[src/rtl/sbrg_defs.svh]
// Purpose: Constants of the serial bit-rate generator
// Assumes: Included by every design file of the block except the package
// Notes:   Offsets are byte addresses on the register bus
`ifndef SBRG_DEFS_SVH
`define SBRG_DEFS_SVH

// ---------------------------------------------------------------
// Register byte offsets
// ---------------------------------------------------------------
`define SBRG_OFF_TSC      8'h00
`define SBRG_OFF_RSC      8'h04
`define SBRG_OFF_RCTL     8'h08
`define SBRG_OFF_DIV_HI   8'h0C
`define SBRG_OFF_DIV_LO   8'h10
`define SBRG_OFF_STATUS   8'h14

// ---------------------------------------------------------------
// Field positions
// ---------------------------------------------------------------
`define SBRG_BIT_SYNC     4
`define SBRG_BIT_HSPS     2
`define SBRG_BIT_TXIDLE   1
`define SBRG_BIT_WIDE     3
`define SBRG_BIT_RXIDLE   6

// ---------------------------------------------------------------
// Reset values and writable masks
// ---------------------------------------------------------------
`define SBRG_RST_TSC      8'h02
`define SBRG_RST_RSC      8'h00
`define SBRG_RST_RCTL     8'h40
`define SBRG_RST_DIV      8'h00
`define SBRG_WMASK_TSC    8'hFD
`define SBRG_WMASK_RSC    8'hF8
`define SBRG_WMASK_RCTL   8'h9B

// ---------------------------------------------------------------
// Prescale terminal counts (ratio minus one)
// ---------------------------------------------------------------
`define SBRG_TERM_4       6'h03
`define SBRG_TERM_16      6'h0F
`define SBRG_TERM_64      6'h3F

// ---------------------------------------------------------------
// Bus answers and widths
// ---------------------------------------------------------------
`define SBRG_RESP_OKAY    2'h0
`define SBRG_RESP_SLVERR  2'h2
`define SBRG_CNT_W        16
`define SBRG_ADDR_W       8
`define SBRG_RX_IDLE      1'b1

`endif

[src/rtl/sbrg_pkg.sv]
// Purpose: Shared types of the serial bit-rate generator
// Assumes: Nothing beyond the constants header
// Notes:   Ratio codes are Gray ordered
`default_nettype none

package sbrg_pkg;

    // -----------------------------------------------------------
    // Prescale ratio selection
    // -----------------------------------------------------------
    typedef enum logic [1:0] {
        SBRG_DIV4  = 2'b00,
        SBRG_DIV16 = 2'b01,
        SBRG_DIV64 = 2'b11
    } sbrg_ratio_e;

    // -----------------------------------------------------------
    // Majority sampler state
    // -----------------------------------------------------------
    typedef struct packed {
        logic [2:0] smp;
        logic       lvl;
    } sbrg_vote_s;

endpackage

`default_nettype wire

[src/rtl/sbrg_top.sv]
// Purpose: Serial bit-rate generator with AXI4-Lite registers
// Assumes: clk is the system oscillator; rx_pin is asynchronous
// Notes:   One write and one read in flight at a time
//
// Design decisions made here: the placing of the registers and register access over AXI4-Lite.
`include "sbrg_defs.svh"
`default_nettype none

module sbrg_top
    import sbrg_pkg::*;
#(
    parameter int ADDR_W = `SBRG_ADDR_W,
    parameter int CNT_W  = `SBRG_CNT_W
)
(
    input  wire logic              clk,      // System clock
    input  wire logic              nrst,     // Async reset, active low
    input  wire logic [ADDR_W-1:0] awaddr,   // Write address
    input  wire logic              awvalid,  // Write address valid
    output logic                   awready,  // Write address ready
    input  wire logic [31:0]       wdata,    // Write data
    input  wire logic [3:0]        wstrb,    // Write byte strobes
    input  wire logic              wvalid,   // Write data valid
    output logic                   wready,   // Write data ready
    output logic [1:0]             bresp,    // Write response
    output logic                   bvalid,   // Write response valid
    input  wire logic              bready,   // Write response ready
    input  wire logic [ADDR_W-1:0] araddr,   // Read address
    input  wire logic              arvalid,  // Read address valid
    output logic                   arready,  // Read address ready
    output logic [31:0]            rdata,    // Read data
    output logic [1:0]             rresp,    // Read response
    output logic                   rvalid,   // Read data valid
    input  wire logic              rready,   // Read data ready
    input  wire logic              rx_pin,   // Receive pin
    output logic                   rx_level, // Voted receive level
    output logic                   bit_tick, // Bit period pulse
    output logic                   sub_tick, // Divider wrap pulse
    output logic                   sync_mode // Synchronous selected
);

    // -----------------------------------------------------------
    // State
    // -----------------------------------------------------------
    typedef struct packed {
        logic              rx_m;
        logic              rx_s;
        logic [7:0]        tsc;
        logic [7:0]        rsc;
        logic [7:0]        rctl;
        logic [7:0]        div_hi;
        logic [7:0]        div_lo;
        logic              div_clr;
        logic              awready;
        logic              wready;
        logic              aw_have;
        logic              w_have;
        logic [ADDR_W-1:0] waddr;
        logic [7:0]        wbyte;
        logic              wlane0;
        logic              bvalid;
        logic [1:0]        bresp;
        logic              arready;
        logic              rvalid;
        logic [31:0]       rdata;
        logic [1:0]        rresp;
    } sbrg_top_s;

    sbrg_top_s        s_r;
    sbrg_top_s        s_nxt;
    logic [CNT_W-1:0] divisor;
    logic [CNT_W-1:0] count;
    sbrg_ratio_e      ratio;
    logic             vote_level;

    // -----------------------------------------------------------
    // Decode helpers
    // -----------------------------------------------------------
    function automatic logic [7:0] word_addr(
        input logic [ADDR_W-1:0] a
    );
        word_addr = {a[7:2], 2'b00};
    endfunction

    function automatic logic is_mapped(input logic [7:0] a);
        is_mapped = (a == `SBRG_OFF_TSC)    ||
                    (a == `SBRG_OFF_RSC)    ||
                    (a == `SBRG_OFF_RCTL)   ||
                    (a == `SBRG_OFF_DIV_HI) ||
                    (a == `SBRG_OFF_DIV_LO) ||
                    (a == `SBRG_OFF_STATUS);
    endfunction

    function automatic logic [7:0] merge(
        input logic [7:0] old_v,
        input logic [7:0] new_v,
        input logic [7:0] mask
    );
        merge = (old_v & ~mask) | (new_v & mask);
    endfunction

    function automatic sbrg_ratio_e pick_ratio(
        input logic sync_sel,
        input logic wide_sel,
        input logic hsps_sel
    );
        if (sync_sel) begin
            pick_ratio = SBRG_DIV4;
        end else if (wide_sel && hsps_sel) begin
            pick_ratio = SBRG_DIV4;
        end else if (wide_sel || hsps_sel) begin
            pick_ratio = SBRG_DIV16;
        end else begin
            pick_ratio = SBRG_DIV64;
        end
    endfunction

    function automatic logic [31:0] read_word(
        input logic [7:0]       a,
        input sbrg_top_s        st,
        input logic             lvl,
        input logic [CNT_W-1:0] cnt
    );
        logic [31:0] v;
        v = 32'h0000_0000;
        unique case (a)
            `SBRG_OFF_TSC:    v[7:0] = st.tsc;
            `SBRG_OFF_RSC:    v[7:0] = st.rsc;
            `SBRG_OFF_RCTL:   v[7:0] = st.rctl;
            `SBRG_OFF_DIV_HI: v[7:0] = st.div_hi;
            `SBRG_OFF_DIV_LO: v[7:0] = st.div_lo;
            `SBRG_OFF_STATUS: begin
                v[0]     = lvl;
                v[31:16] = cnt;
            end
            default:          v = 32'h0000_0000;
        endcase
        read_word = v;
    endfunction

    // -----------------------------------------------------------
    // Mode decode and divisor selection
    // -----------------------------------------------------------
    assign ratio = pick_ratio(s_r.tsc[`SBRG_BIT_SYNC],
                              s_r.rctl[`SBRG_BIT_WIDE],
                              s_r.tsc[`SBRG_BIT_HSPS]);

    // High byte ignored in 8-bit counting
    assign divisor = s_r.rctl[`SBRG_BIT_WIDE] ?
                     {s_r.div_hi, s_r.div_lo} :
                     {8'h00, s_r.div_lo};

    // -----------------------------------------------------------
    // Next state
    // -----------------------------------------------------------
    always_comb begin
        logic [7:0] wa;
        logic [7:0] ra;
        wa = word_addr(s_r.waddr);
        ra = word_addr(araddr);
        s_nxt = s_r;
        s_nxt.div_clr = 1'b0;

        // Receive pin synchroniser
        s_nxt.rx_m = rx_pin;
        s_nxt.rx_s = s_r.rx_m;

        // Write address channel
        if (awvalid && s_r.awready) begin
            s_nxt.waddr   = awaddr;
            s_nxt.aw_have = 1'b1;
            s_nxt.awready = 1'b0;
        end

        // Write data channel, only lane 0 carries register bits
        if (wvalid && s_r.wready) begin
            s_nxt.wbyte  = wdata[7:0];
            s_nxt.wlane0 = wstrb[0];
            s_nxt.w_have = 1'b1;
            s_nxt.wready = 1'b0;
        end

        // Perform write once both halves are held
        if (s_r.aw_have && s_r.w_have && !s_r.bvalid) begin
            s_nxt.aw_have = 1'b0;
            s_nxt.w_have  = 1'b0;
            s_nxt.bvalid  = 1'b1;
            s_nxt.bresp   = is_mapped(wa) ? `SBRG_RESP_OKAY :
                                            `SBRG_RESP_SLVERR;
            if (s_r.wlane0) begin
                unique case (wa)
                    `SBRG_OFF_TSC: begin
                        s_nxt.tsc = merge(s_r.tsc, s_r.wbyte,
                                          `SBRG_WMASK_TSC);
                    end
                    `SBRG_OFF_RSC: begin
                        s_nxt.rsc = merge(s_r.rsc, s_r.wbyte,
                                          `SBRG_WMASK_RSC);
                    end
                    `SBRG_OFF_RCTL: begin
                        s_nxt.rctl = merge(s_r.rctl, s_r.wbyte,
                                           `SBRG_WMASK_RCTL);
                    end
                    `SBRG_OFF_DIV_HI: begin
                        s_nxt.div_hi  = s_r.wbyte;
                        s_nxt.div_clr = 1'b1;
                    end
                    `SBRG_OFF_DIV_LO: begin
                        s_nxt.div_lo  = s_r.wbyte;
                        s_nxt.div_clr = 1'b1;
                    end
                    default: begin
                        s_nxt.div_clr = 1'b0;
                    end
                endcase
            end
        end

        // Write response; reopen channels after it is taken
        if (s_r.bvalid && bready) begin
            s_nxt.bvalid  = 1'b0;
            s_nxt.awready = 1'b1;
            s_nxt.wready  = 1'b1;
        end

        // Read channel
        if (arvalid && s_r.arready) begin
            s_nxt.arready = 1'b0;
            s_nxt.rvalid  = 1'b1;
            s_nxt.rdata   = read_word(ra, s_r, vote_level, count);
            s_nxt.rresp   = is_mapped(ra) ? `SBRG_RESP_OKAY :
                                            `SBRG_RESP_SLVERR;
        end
        if (s_r.rvalid && rready) begin
            s_nxt.rvalid  = 1'b0;
            s_nxt.arready = 1'b1;
        end
    end

    // -----------------------------------------------------------
    // State register
    // -----------------------------------------------------------
    always_ff @(posedge clk or negedge nrst) begin
        if (!nrst) begin
            s_r         <= '0;
            s_r.rx_m    <= `SBRG_RX_IDLE;
            s_r.rx_s    <= `SBRG_RX_IDLE;
            s_r.tsc     <= `SBRG_RST_TSC;
            s_r.rsc     <= `SBRG_RST_RSC;
            s_r.rctl    <= `SBRG_RST_RCTL;
            s_r.div_hi  <= `SBRG_RST_DIV;
            s_r.div_lo  <= `SBRG_RST_DIV;
            s_r.awready <= 1'b1;
            s_r.wready  <= 1'b1;
            s_r.arready <= 1'b1;
            s_r.bresp   <= `SBRG_RESP_OKAY;
            s_r.rresp   <= `SBRG_RESP_OKAY;
        end else begin
            s_r <= s_nxt;
        end
    end

    // -----------------------------------------------------------
    // Divider and receive majority detector
    // -----------------------------------------------------------
    sbrg_divider #(
        .CNT_W    (CNT_W)
    ) u_div (
        .clk      (clk),
        .nrst     (nrst),
        .clear    (s_r.div_clr),
        .divisor  (divisor),
        .ratio    (ratio),
        .count    (count),
        .sub_tick (sub_tick),
        .bit_tick (bit_tick)
    );

    sbrg_vote u_vote (
        .clk      (clk),
        .nrst     (nrst),
        .sample   (sub_tick),
        .rx       (s_r.rx_s),
        .level    (vote_level)
    );

    // -----------------------------------------------------------
    // Outputs
    // -----------------------------------------------------------
    assign awready   = s_r.awready;
    assign wready    = s_r.wready;
    assign bvalid    = s_r.bvalid;
    assign bresp     = s_r.bresp;
    assign arready   = s_r.arready;
    assign rvalid    = s_r.rvalid;
    assign rdata     = s_r.rdata;
    assign rresp     = s_r.rresp;
    assign rx_level  = vote_level;
    assign sync_mode = s_r.tsc[`SBRG_BIT_SYNC];

endmodule

`default_nettype wire

[src/rtl/sbrg_vote.sv]
// Purpose: Majority detector on the receive line
// Assumes: rx is already synchronised to clk
// Notes:   Level updates on each sample strobe
`include "sbrg_defs.svh"
`default_nettype none

module sbrg_vote
    import sbrg_pkg::*;
(
    input  wire logic clk,    // System clock
    input  wire logic nrst,   // Async reset, active low
    input  wire logic sample, // Sample strobe
    input  wire logic rx,     // Synchronised receive line
    output logic      level   // Majority level
);

    sbrg_vote_s s_r;
    sbrg_vote_s s_nxt;
    logic [2:0] win;

    always_comb begin
        s_nxt = s_r;
        win   = {s_r.smp[1:0], rx};
        if (sample) begin
            s_nxt.smp = win;
            // Two of three decide
            s_nxt.lvl = (win[0] & win[1]) | (win[1] & win[2]) |
                        (win[0] & win[2]);
        end
    end

    always_ff @(posedge clk or negedge nrst) begin
        if (!nrst) begin
            s_r <= '{smp: {3{`SBRG_RX_IDLE}}, lvl: `SBRG_RX_IDLE};
        end else begin
            s_r <= s_nxt;
        end
    end

    assign level = s_r.lvl;

endmodule

`default_nettype wire

[src/rtl/sbrg_divider.sv]
// Purpose: Free-running divider with selectable prescale
// Assumes: Runs on the system clock only
// Notes:   sub_tick every n+1 cycles, bit_tick every ratio of them
`include "sbrg_defs.svh"
`default_nettype none

module sbrg_divider
    import sbrg_pkg::*;
#(
    parameter int CNT_W = `SBRG_CNT_W
)
(
    input  wire logic             clk,      // System clock
    input  wire logic             nrst,     // Async reset, active low
    input  wire logic             clear,    // Restart counting
    input  wire logic [CNT_W-1:0] divisor,  // Divisor n
    input  wire sbrg_ratio_e      ratio,    // Prescale ratio
    output logic      [CNT_W-1:0] count,    // Current count
    output logic                  sub_tick, // Pulse per n+1 cycles
    output logic                  bit_tick  // Pulse per bit period
);

    typedef struct packed {
        logic [CNT_W-1:0] cnt;
        logic [5:0]       pre;
        logic             sub;
        logic             bt;
    } sbrg_div_s;

    sbrg_div_s s_r;
    sbrg_div_s s_nxt;

    function automatic logic [5:0] term_of(input sbrg_ratio_e r);
        unique case (r)
            SBRG_DIV4:  term_of = `SBRG_TERM_4;
            SBRG_DIV16: term_of = `SBRG_TERM_16;
            SBRG_DIV64: term_of = `SBRG_TERM_64;
            default:    term_of = `SBRG_TERM_64;
        endcase
    endfunction

    always_comb begin
        s_nxt     = s_r;
        s_nxt.sub = 1'b0;
        s_nxt.bt  = 1'b0;
        if (clear) begin
            s_nxt.cnt = '0;
            s_nxt.pre = '0;
        end else if (s_r.cnt >= divisor) begin
            // Wrap also catches a divisor lowered mid-period
            s_nxt.cnt = '0;
            s_nxt.sub = 1'b1;
            if (s_r.pre >= term_of(ratio)) begin
                s_nxt.pre = '0;
                s_nxt.bt  = 1'b1;
            end else begin
                s_nxt.pre = s_r.pre + 6'h01;
            end
        end else begin
            s_nxt.cnt = s_r.cnt + {{(CNT_W-1){1'b0}}, 1'b1};
        end
    end

    always_ff @(posedge clk or negedge nrst) begin
        if (!nrst) begin
            s_r <= '0;
        end else begin
            s_r <= s_nxt;
        end
    end

    assign count    = s_r.cnt;
    assign sub_tick = s_r.sub;
    assign bit_tick = s_r.bt;

endmodule

`default_nettype wire

[config.mk]
export PLATFORM = sky130hd
export DESIGN_NAME = sbrg_top
export DESIGN_NICKNAME = d
export VERILOG_FILES = /design/src/rtl/sbrg_pkg.sv /design/src/rtl/sbrg_top.sv /design/src/rtl/sbrg_vote.sv /design/src/rtl/sbrg_divider.sv
export VERILOG_INCLUDE_DIRS = /design/src /design/src/rtl
export SDC_FILE = /design/constraint.sdc
export NUM_CORES = 1
export LEC_CHECK = 0
export ABC_AREA = 1
export BUFFER_PORTS_ARGS = -buffer_cell sky130_fd_sc_hd__buf_2
export CAP_MARGIN = 20
export CORE_MARGIN = 4
export CORE_UTILIZATION = 33
export DETAILED_ROUTE_END_ITERATION = 12
export SYNTH_ARGS = -nofsm -noshare
export SYNTH_HDL_FRONTEND = slang
export SYNTH_SLANG_ARGS = --single-unit
[constraint.sdc]
create_clock -name clk -period 5.15 [get_ports clk]
set_input_delay 0.7725 -clock clk [delete_from_list [all_inputs] [get_ports clk]]
set_output_delay 0.7725 -clock clk [all_outputs]
set_load 0.005 [all_outputs]
Word-level counts from Yosys, hierarchy flattened
Cells that the tools add are included.
{"block": "word_totals", "output_inout_bits": 45, "word_cells": 117, "register_bits": 122, "input_bits": 60}
{"block": "op_classes", "reduce_logical": 36, "n_mux": 31, "add_sub_neg": 2, "n_eq_ne": 11, "n_bitwise": 8, "n_lt_le_gt_ge": 2}
{"cell": "two-way mux 16 bit", "n": 3}
{"cell": "two-way mux 36 bit", "n": 1}
{"cell": "case mux 7 bit (5 select lines)", "n": 1}
{"cell": "== test 6 x 2 -> 1 bit, second input constant", "n": 4}
{"cell": "== test 6 x 3 -> 1 bit, second input constant", "n": 4}
{"cell": "two-way mux 22 bit", "n": 1}
{"cell": "two-way mux 2 bit", "n": 9}
{"cell": "two-way mux 6 bit", "n": 3}
{"cell": "adder 16 x 1 -> 16 bit, second input constant", "n": 1}
{"cell": ">= comparator 16 bit", "n": 1}
{"cell": "AND reduction 3 bit", "n": 5}
{"cell": "nonzero test 2 bit", "n": 7}
{"cell": "== test 6 x 1 -> 1 bit, second input constant", "n": 2}
{"cell": "zero test 6 bit", "n": 2}
{"cell": "case mux 6 bit (2 select lines)", "n": 1}
{"cell": "logical OR 1 bit", "n": 11}
{"cell": "two-way mux 1 bit", "n": 9}
{"cell": "logical AND 1 bit", "n": 8}
{"cell": "two-way mux 8 bit", "n": 1}
{"cell": "bitwise OR 2 x 8 -> 8 bit", "n": 1}
{"cell": "bitwise OR 3 x 8 -> 8 bit", "n": 1}
{"cell": "bitwise OR 7 x 8 -> 8 bit", "n": 1}
{"cell": "adder 6 x 1 -> 6 bit, second input constant", "n": 1}
{"cell": ">= comparator 6 bit", "n": 1}
{"cell": "other kinds (8)", "n": 11}

Depth between registers and ports, before layout
{"block": "depth", "word_depth": 12, "ltp_mapped": 13, "ltp_nobuf": 13}

Cells and area by module
Synthesis repeated with hierarchy kept, for this count alone.
{"block": "hier_totals", "hier_cells": 727, "hier_area_um2": 6112.1}
{"module": "sbrg_top", "area_per_inst_um2": 4101.4, "cells_each": 474, "seq_area_each_um2": 2108.3, "n_inst": 1}
{"module": "sbrg_divider", "area_per_inst_um2": 1880.6, "cells_each": 237, "seq_area_each_um2": 600.6, "n_inst": 1}
{"module": "sbrg_vote", "area_per_inst_um2": 130.1, "cells_each": 16, "seq_area_each_um2": 78.8, "n_inst": 1}

Worst setup path after synthesis
No wires, ideal clock.
{"block": "synth_path", "kind": "register to register", "from": "register s_r[80] (netlist bit)", "to": "register u_div.s_r (netlist bit u_div.count[11])", "slack_ps": 3224, "period_less_slack_ps": 1926, "t_arrival_ps": 1855, "path_stages_with_launch": 10, "setup_time_ps": 72, "required_time_ps": 5078, "n_path_buf": 2, "cell_sequence": "dfrtp_1 > clkbuf_1 > nand2_1 > ha_1 > a21oi_1 > o21ai_0 > nor2_2 > nand3_2 > buf_2 > nor2_1"}
{"element": "from (decl)", "line": "sbrg_top.sv:69", "rtl": "sbrg_top_s s_r;"}
{"element": "from (signal assigned)", "line": "sbrg_top.sv:259", "rtl": "s_r <= s_nxt;"}
{"element": "to (signal assigned)", "line": "sbrg_divider.sv:68", "rtl": "s_r <= s_nxt;"}
{"element": "to (decl)", "line": "sbrg_divider.sv:30", "rtl": "sbrg_div_s s_r;"}

Final worst setup path
{"block": "layout_path", "from": "register arready (netlist name)", "to": "register s_r (netlist bit rdata[20])"}
{"block": "layout_between", "elab_chain_cells": 1}
{"element": "logical AND 1 bit", "line": "sbrg_top.sv:227", "rtl": "if (arvalid && s_r.arready) begin"}
No other way between the ends.
A chain may end at the register's enable or synchronous reset.

==> flow_metrics.env <==
export IMPL_status="finished, final reports clean"
export IMPL_slew_viol_final=0
export IMPL_critical_path_class="flip-flop to flip-flop"
export IMPL_cts_htree_levels=3
export IMPL_ant_nets=0
export IMPL_stdcell_count=937
export IMPL_n_fill_cell=1741
export IMPL_path_clk_slew_ns=0.08
export IMPL_synth_xor_area_frac=0.01707
export IMPL_fin_setup_tns_ns=0
export IMPL_synth_compound_area_share=0.1024
export IMPL_ys_seq_area_frac=0.4939
export IMPL_cts_buffers=9
export IMPL_drc=0
export IMPL_gp_congestion=0.8371
export IMPL_grt_total_usage=0.1341
export IMPL_synth_seq_cells=111
export IMPL_core_um2=16700
export IMPL_placedCellCount=921
export IMPL_cts_setup_buffers=0
export IMPL_dp_worst_setup_slack_ns=2.318
export IMPL_root_buffer="clkbuf_16"
export IMPL_fin_ws_ns=2.709
export IMPL_die_h_um=138.8
export IMPL_fin_skew_ns=0.01012
export IMPL_ir_worst_vdd_v=0.0002429
export IMPL_combPwrFrac=0.285
export IMPL_grt_ovfl_total=0
export IMPL_cts_resized=0
export IMPL_seqPwrFrac=0.459
export IMPL_sw_frac_of_total=0.3726
export IMPL_critPathLaunchType="flip-flop"
export IMPL_async_reset_ff_frac=1.000
export IMPL_synth_simple_area_share=0.2243
export IMPL_maxSlewHeadroom=0.4253
export IMPL_fmax_mhz=409.7
export IMPL_path_max_fanout=24
export IMPL_timing_hold_violations_final=0
export IMPL_p_leak_uw=0.003077
export IMPL_syn_inst=675
export IMPL_cts_sinks=111
export IMPL_yosysTopAreaCellShare=0.4567
export IMPL_grt_first_pass_wirelength_um=20970
export IMPL_p_int_uw=1727
export IMPL_antenna_cells=0
export IMPL_hold_ws_ns=0.3582
export IMPL_endpoint_kind="flip-flop"
export IMPL_hold_class="flip-flop to flip-flop"
export IMPL_finalWirelength_um=12390
export IMPL_yosys_mux_area_fraction=0.001995
export IMPL_vias=4229
export IMPL_synth_area_um2=5644
export IMPL_hpwlAfterDp_um=9311
export IMPL_clock_path_buffers=2
export IMPL_ios=105
export IMPL_vias_per_cell=4.513
export IMPL_critPathArrivalTime_ns=2.71
export IMPL_yosys_area_top_type="dfrtp_1"
export IMPL_area_growth_syn_to_layout_pct=10.77
export IMPL_cp_data_required_time_ns=5.42
export IMPL_powerDensity_nw_per_um2=440.2
export IMPL_drive_above_1_share=0.1520
export IMPL_finalCritPeriodShare=0.4740
export IMPL_dr_pass1_iters=5
export IMPL_portBuffers=63
export IMPL_synth_edf_count=0
export IMPL_placement_rows=47
export IMPL_tightest_slew_ns=0.8621
export IMPL_grt_pass1_vias=4026
export IMPL_grt_max_degree=70
export IMPL_ys_flop_type="dfrtp_1"
export IMPL_p_sw_uw=1026
export IMPL_cts_hold_buf=0
export IMPL_synth_distinct_cells=32
export IMPL_ys_top_cells_by_count="182 x nand2_1, 103 x dfrtp_1, 79 x inv_1"
export IMPL_pwr_share_clk=0.257
export IMPL_avgSynthCellArea_um2=8.362
export IMPL_setup_viol=0
export IMPL_synth_top_family_by_area="simple AND/OR/NAND/NOR gates"
export IMPL_start_util=0.3380
export IMPL_antenna_found_initial=0
export IMPL_synth_area_leaders="dfrtp_1 46%, nand2_1 12%, o21ai_0 6.4%"
export IMPL_wl_per_cell_um=13.22
export IMPL_drtIter0Drc=325
export IMPL_yosysMostFrequentCell="nand2_1"
export IMPL_yosys_warnings=0
export IMPL_period_minus_slack_ns=2.441
export IMPL_clk_latency_ns=0.36
export IMPL_rsz0062_at_grt="no"
export IMPL_layout_nets=794
export IMPL_synth_adder_area_share=0.04877
export IMPL_dieArea_um2=19260
export IMPL_cts_tree="done"
export IMPL_drv_cap=0
export IMPL_die_x_um=138.8
export IMPL_totalPowerFinal_uw=2752
==> critical path: stages, from the launching register on <==
cell     delay (ns)
dfstp_2        0.54
nand2_1        0.43
inv_1          0.63
nand3_1        0.45
o21ai_0        0.29
==> per-stage QoR <==
step,cell area (µm²),utilization
floorplan,5678,-
global placement,5953,0.3565
detailed placement,5953,0.3565
CTS,6252,0.3744
global route,6252,0.3744
finish,6252,0.3744
==> sequential cells by signal (all words and copies together), names as in the netlist, 2 cells and up <==
register     cells
rdata           24
s_r             51
u_div.count     16
u_div.s_r        6
u_vote.s_r       2
==> power groups by stage <==
stage / Clock (µW) / Sequential [µW] / Combinational [µW]
after floorplan: 0 / 1230 / 612
after global placement: 0 / 1270 / 781
after detailed placement: 0 / 1280 / 794
after CTS: 730 / 1260 / 800
after global routing: 771 / 1300 / 921
final: 707 / 1260 / 784
==> logic make-up (layout without fill, tap and decap cells) <==
group / Yosys count / count (layout)
simple gates: 295 / 295
mux: 1 / 1
flops: 111 / 111
other cells: 1 / 10
fa+ha+maj: 22 / 22
xor+xnor: 11 / 11
compound gates: 107 / 107
buf+inv: 127 / 160
==> path summary, 6_finish.rpt <==
check	slack (ns)	cells past startpoint	start	endpoint
max	2.71	4	arready	rdata[20]
min	0.36	0	s_nxt[101]	s_r[101]
max reg2reg	2.71	4	arready	rdata[20]
min reg2reg	0.36	0	s_nxt[101]	s_r[101]
max in group asynchronous	3.58	2	nrst	wready
min in group asynchronous	0.51	1	nrst	rdata[23]
==> layout make-up <==
type | count | area [µm²] | area share
sequential | 111 | 2788 | 0.4459
multi-input combinational | 446 | 2265 | 0.3622
timing repair buffer | 64 | 325.3 | 0.05203
inverter | 80 | 300.3 | 0.04803
tap | 220 | 275.3 | 0.04403
clock buffer | 10 | 239.0 | 0.03822
clock inverter | 6 | 60.06 | 0.009606
==> cell usage in the layout (no fill, tap or decap), types with 9 or more instances in the layout <==
master / count
conb_1: 10
o21ai_0: 72
xor2_1: 9
inv_1: 79
a21oi_1: 21
clkbuf_16: 9
ha_1: 22
nand2_1: 182
nand4_1: 11
nand3_1: 24
nor2_1: 60
buf_2: 62
dfrtp_1: 103
==> per-layer routing <==
metal	routed length [µm]	vias to the layer above	share of wire	global-route usage
met5	0	-	0	0
met4	143	0	0.012	0.03759
met3	649	10	0.052	0.03690
met2	5423	88	0.44	0.2015
met1	6168	1933	0.50	0.1909
li1	-	2198	-	-
No activity file was read; power rests on OpenSTA's default activity.
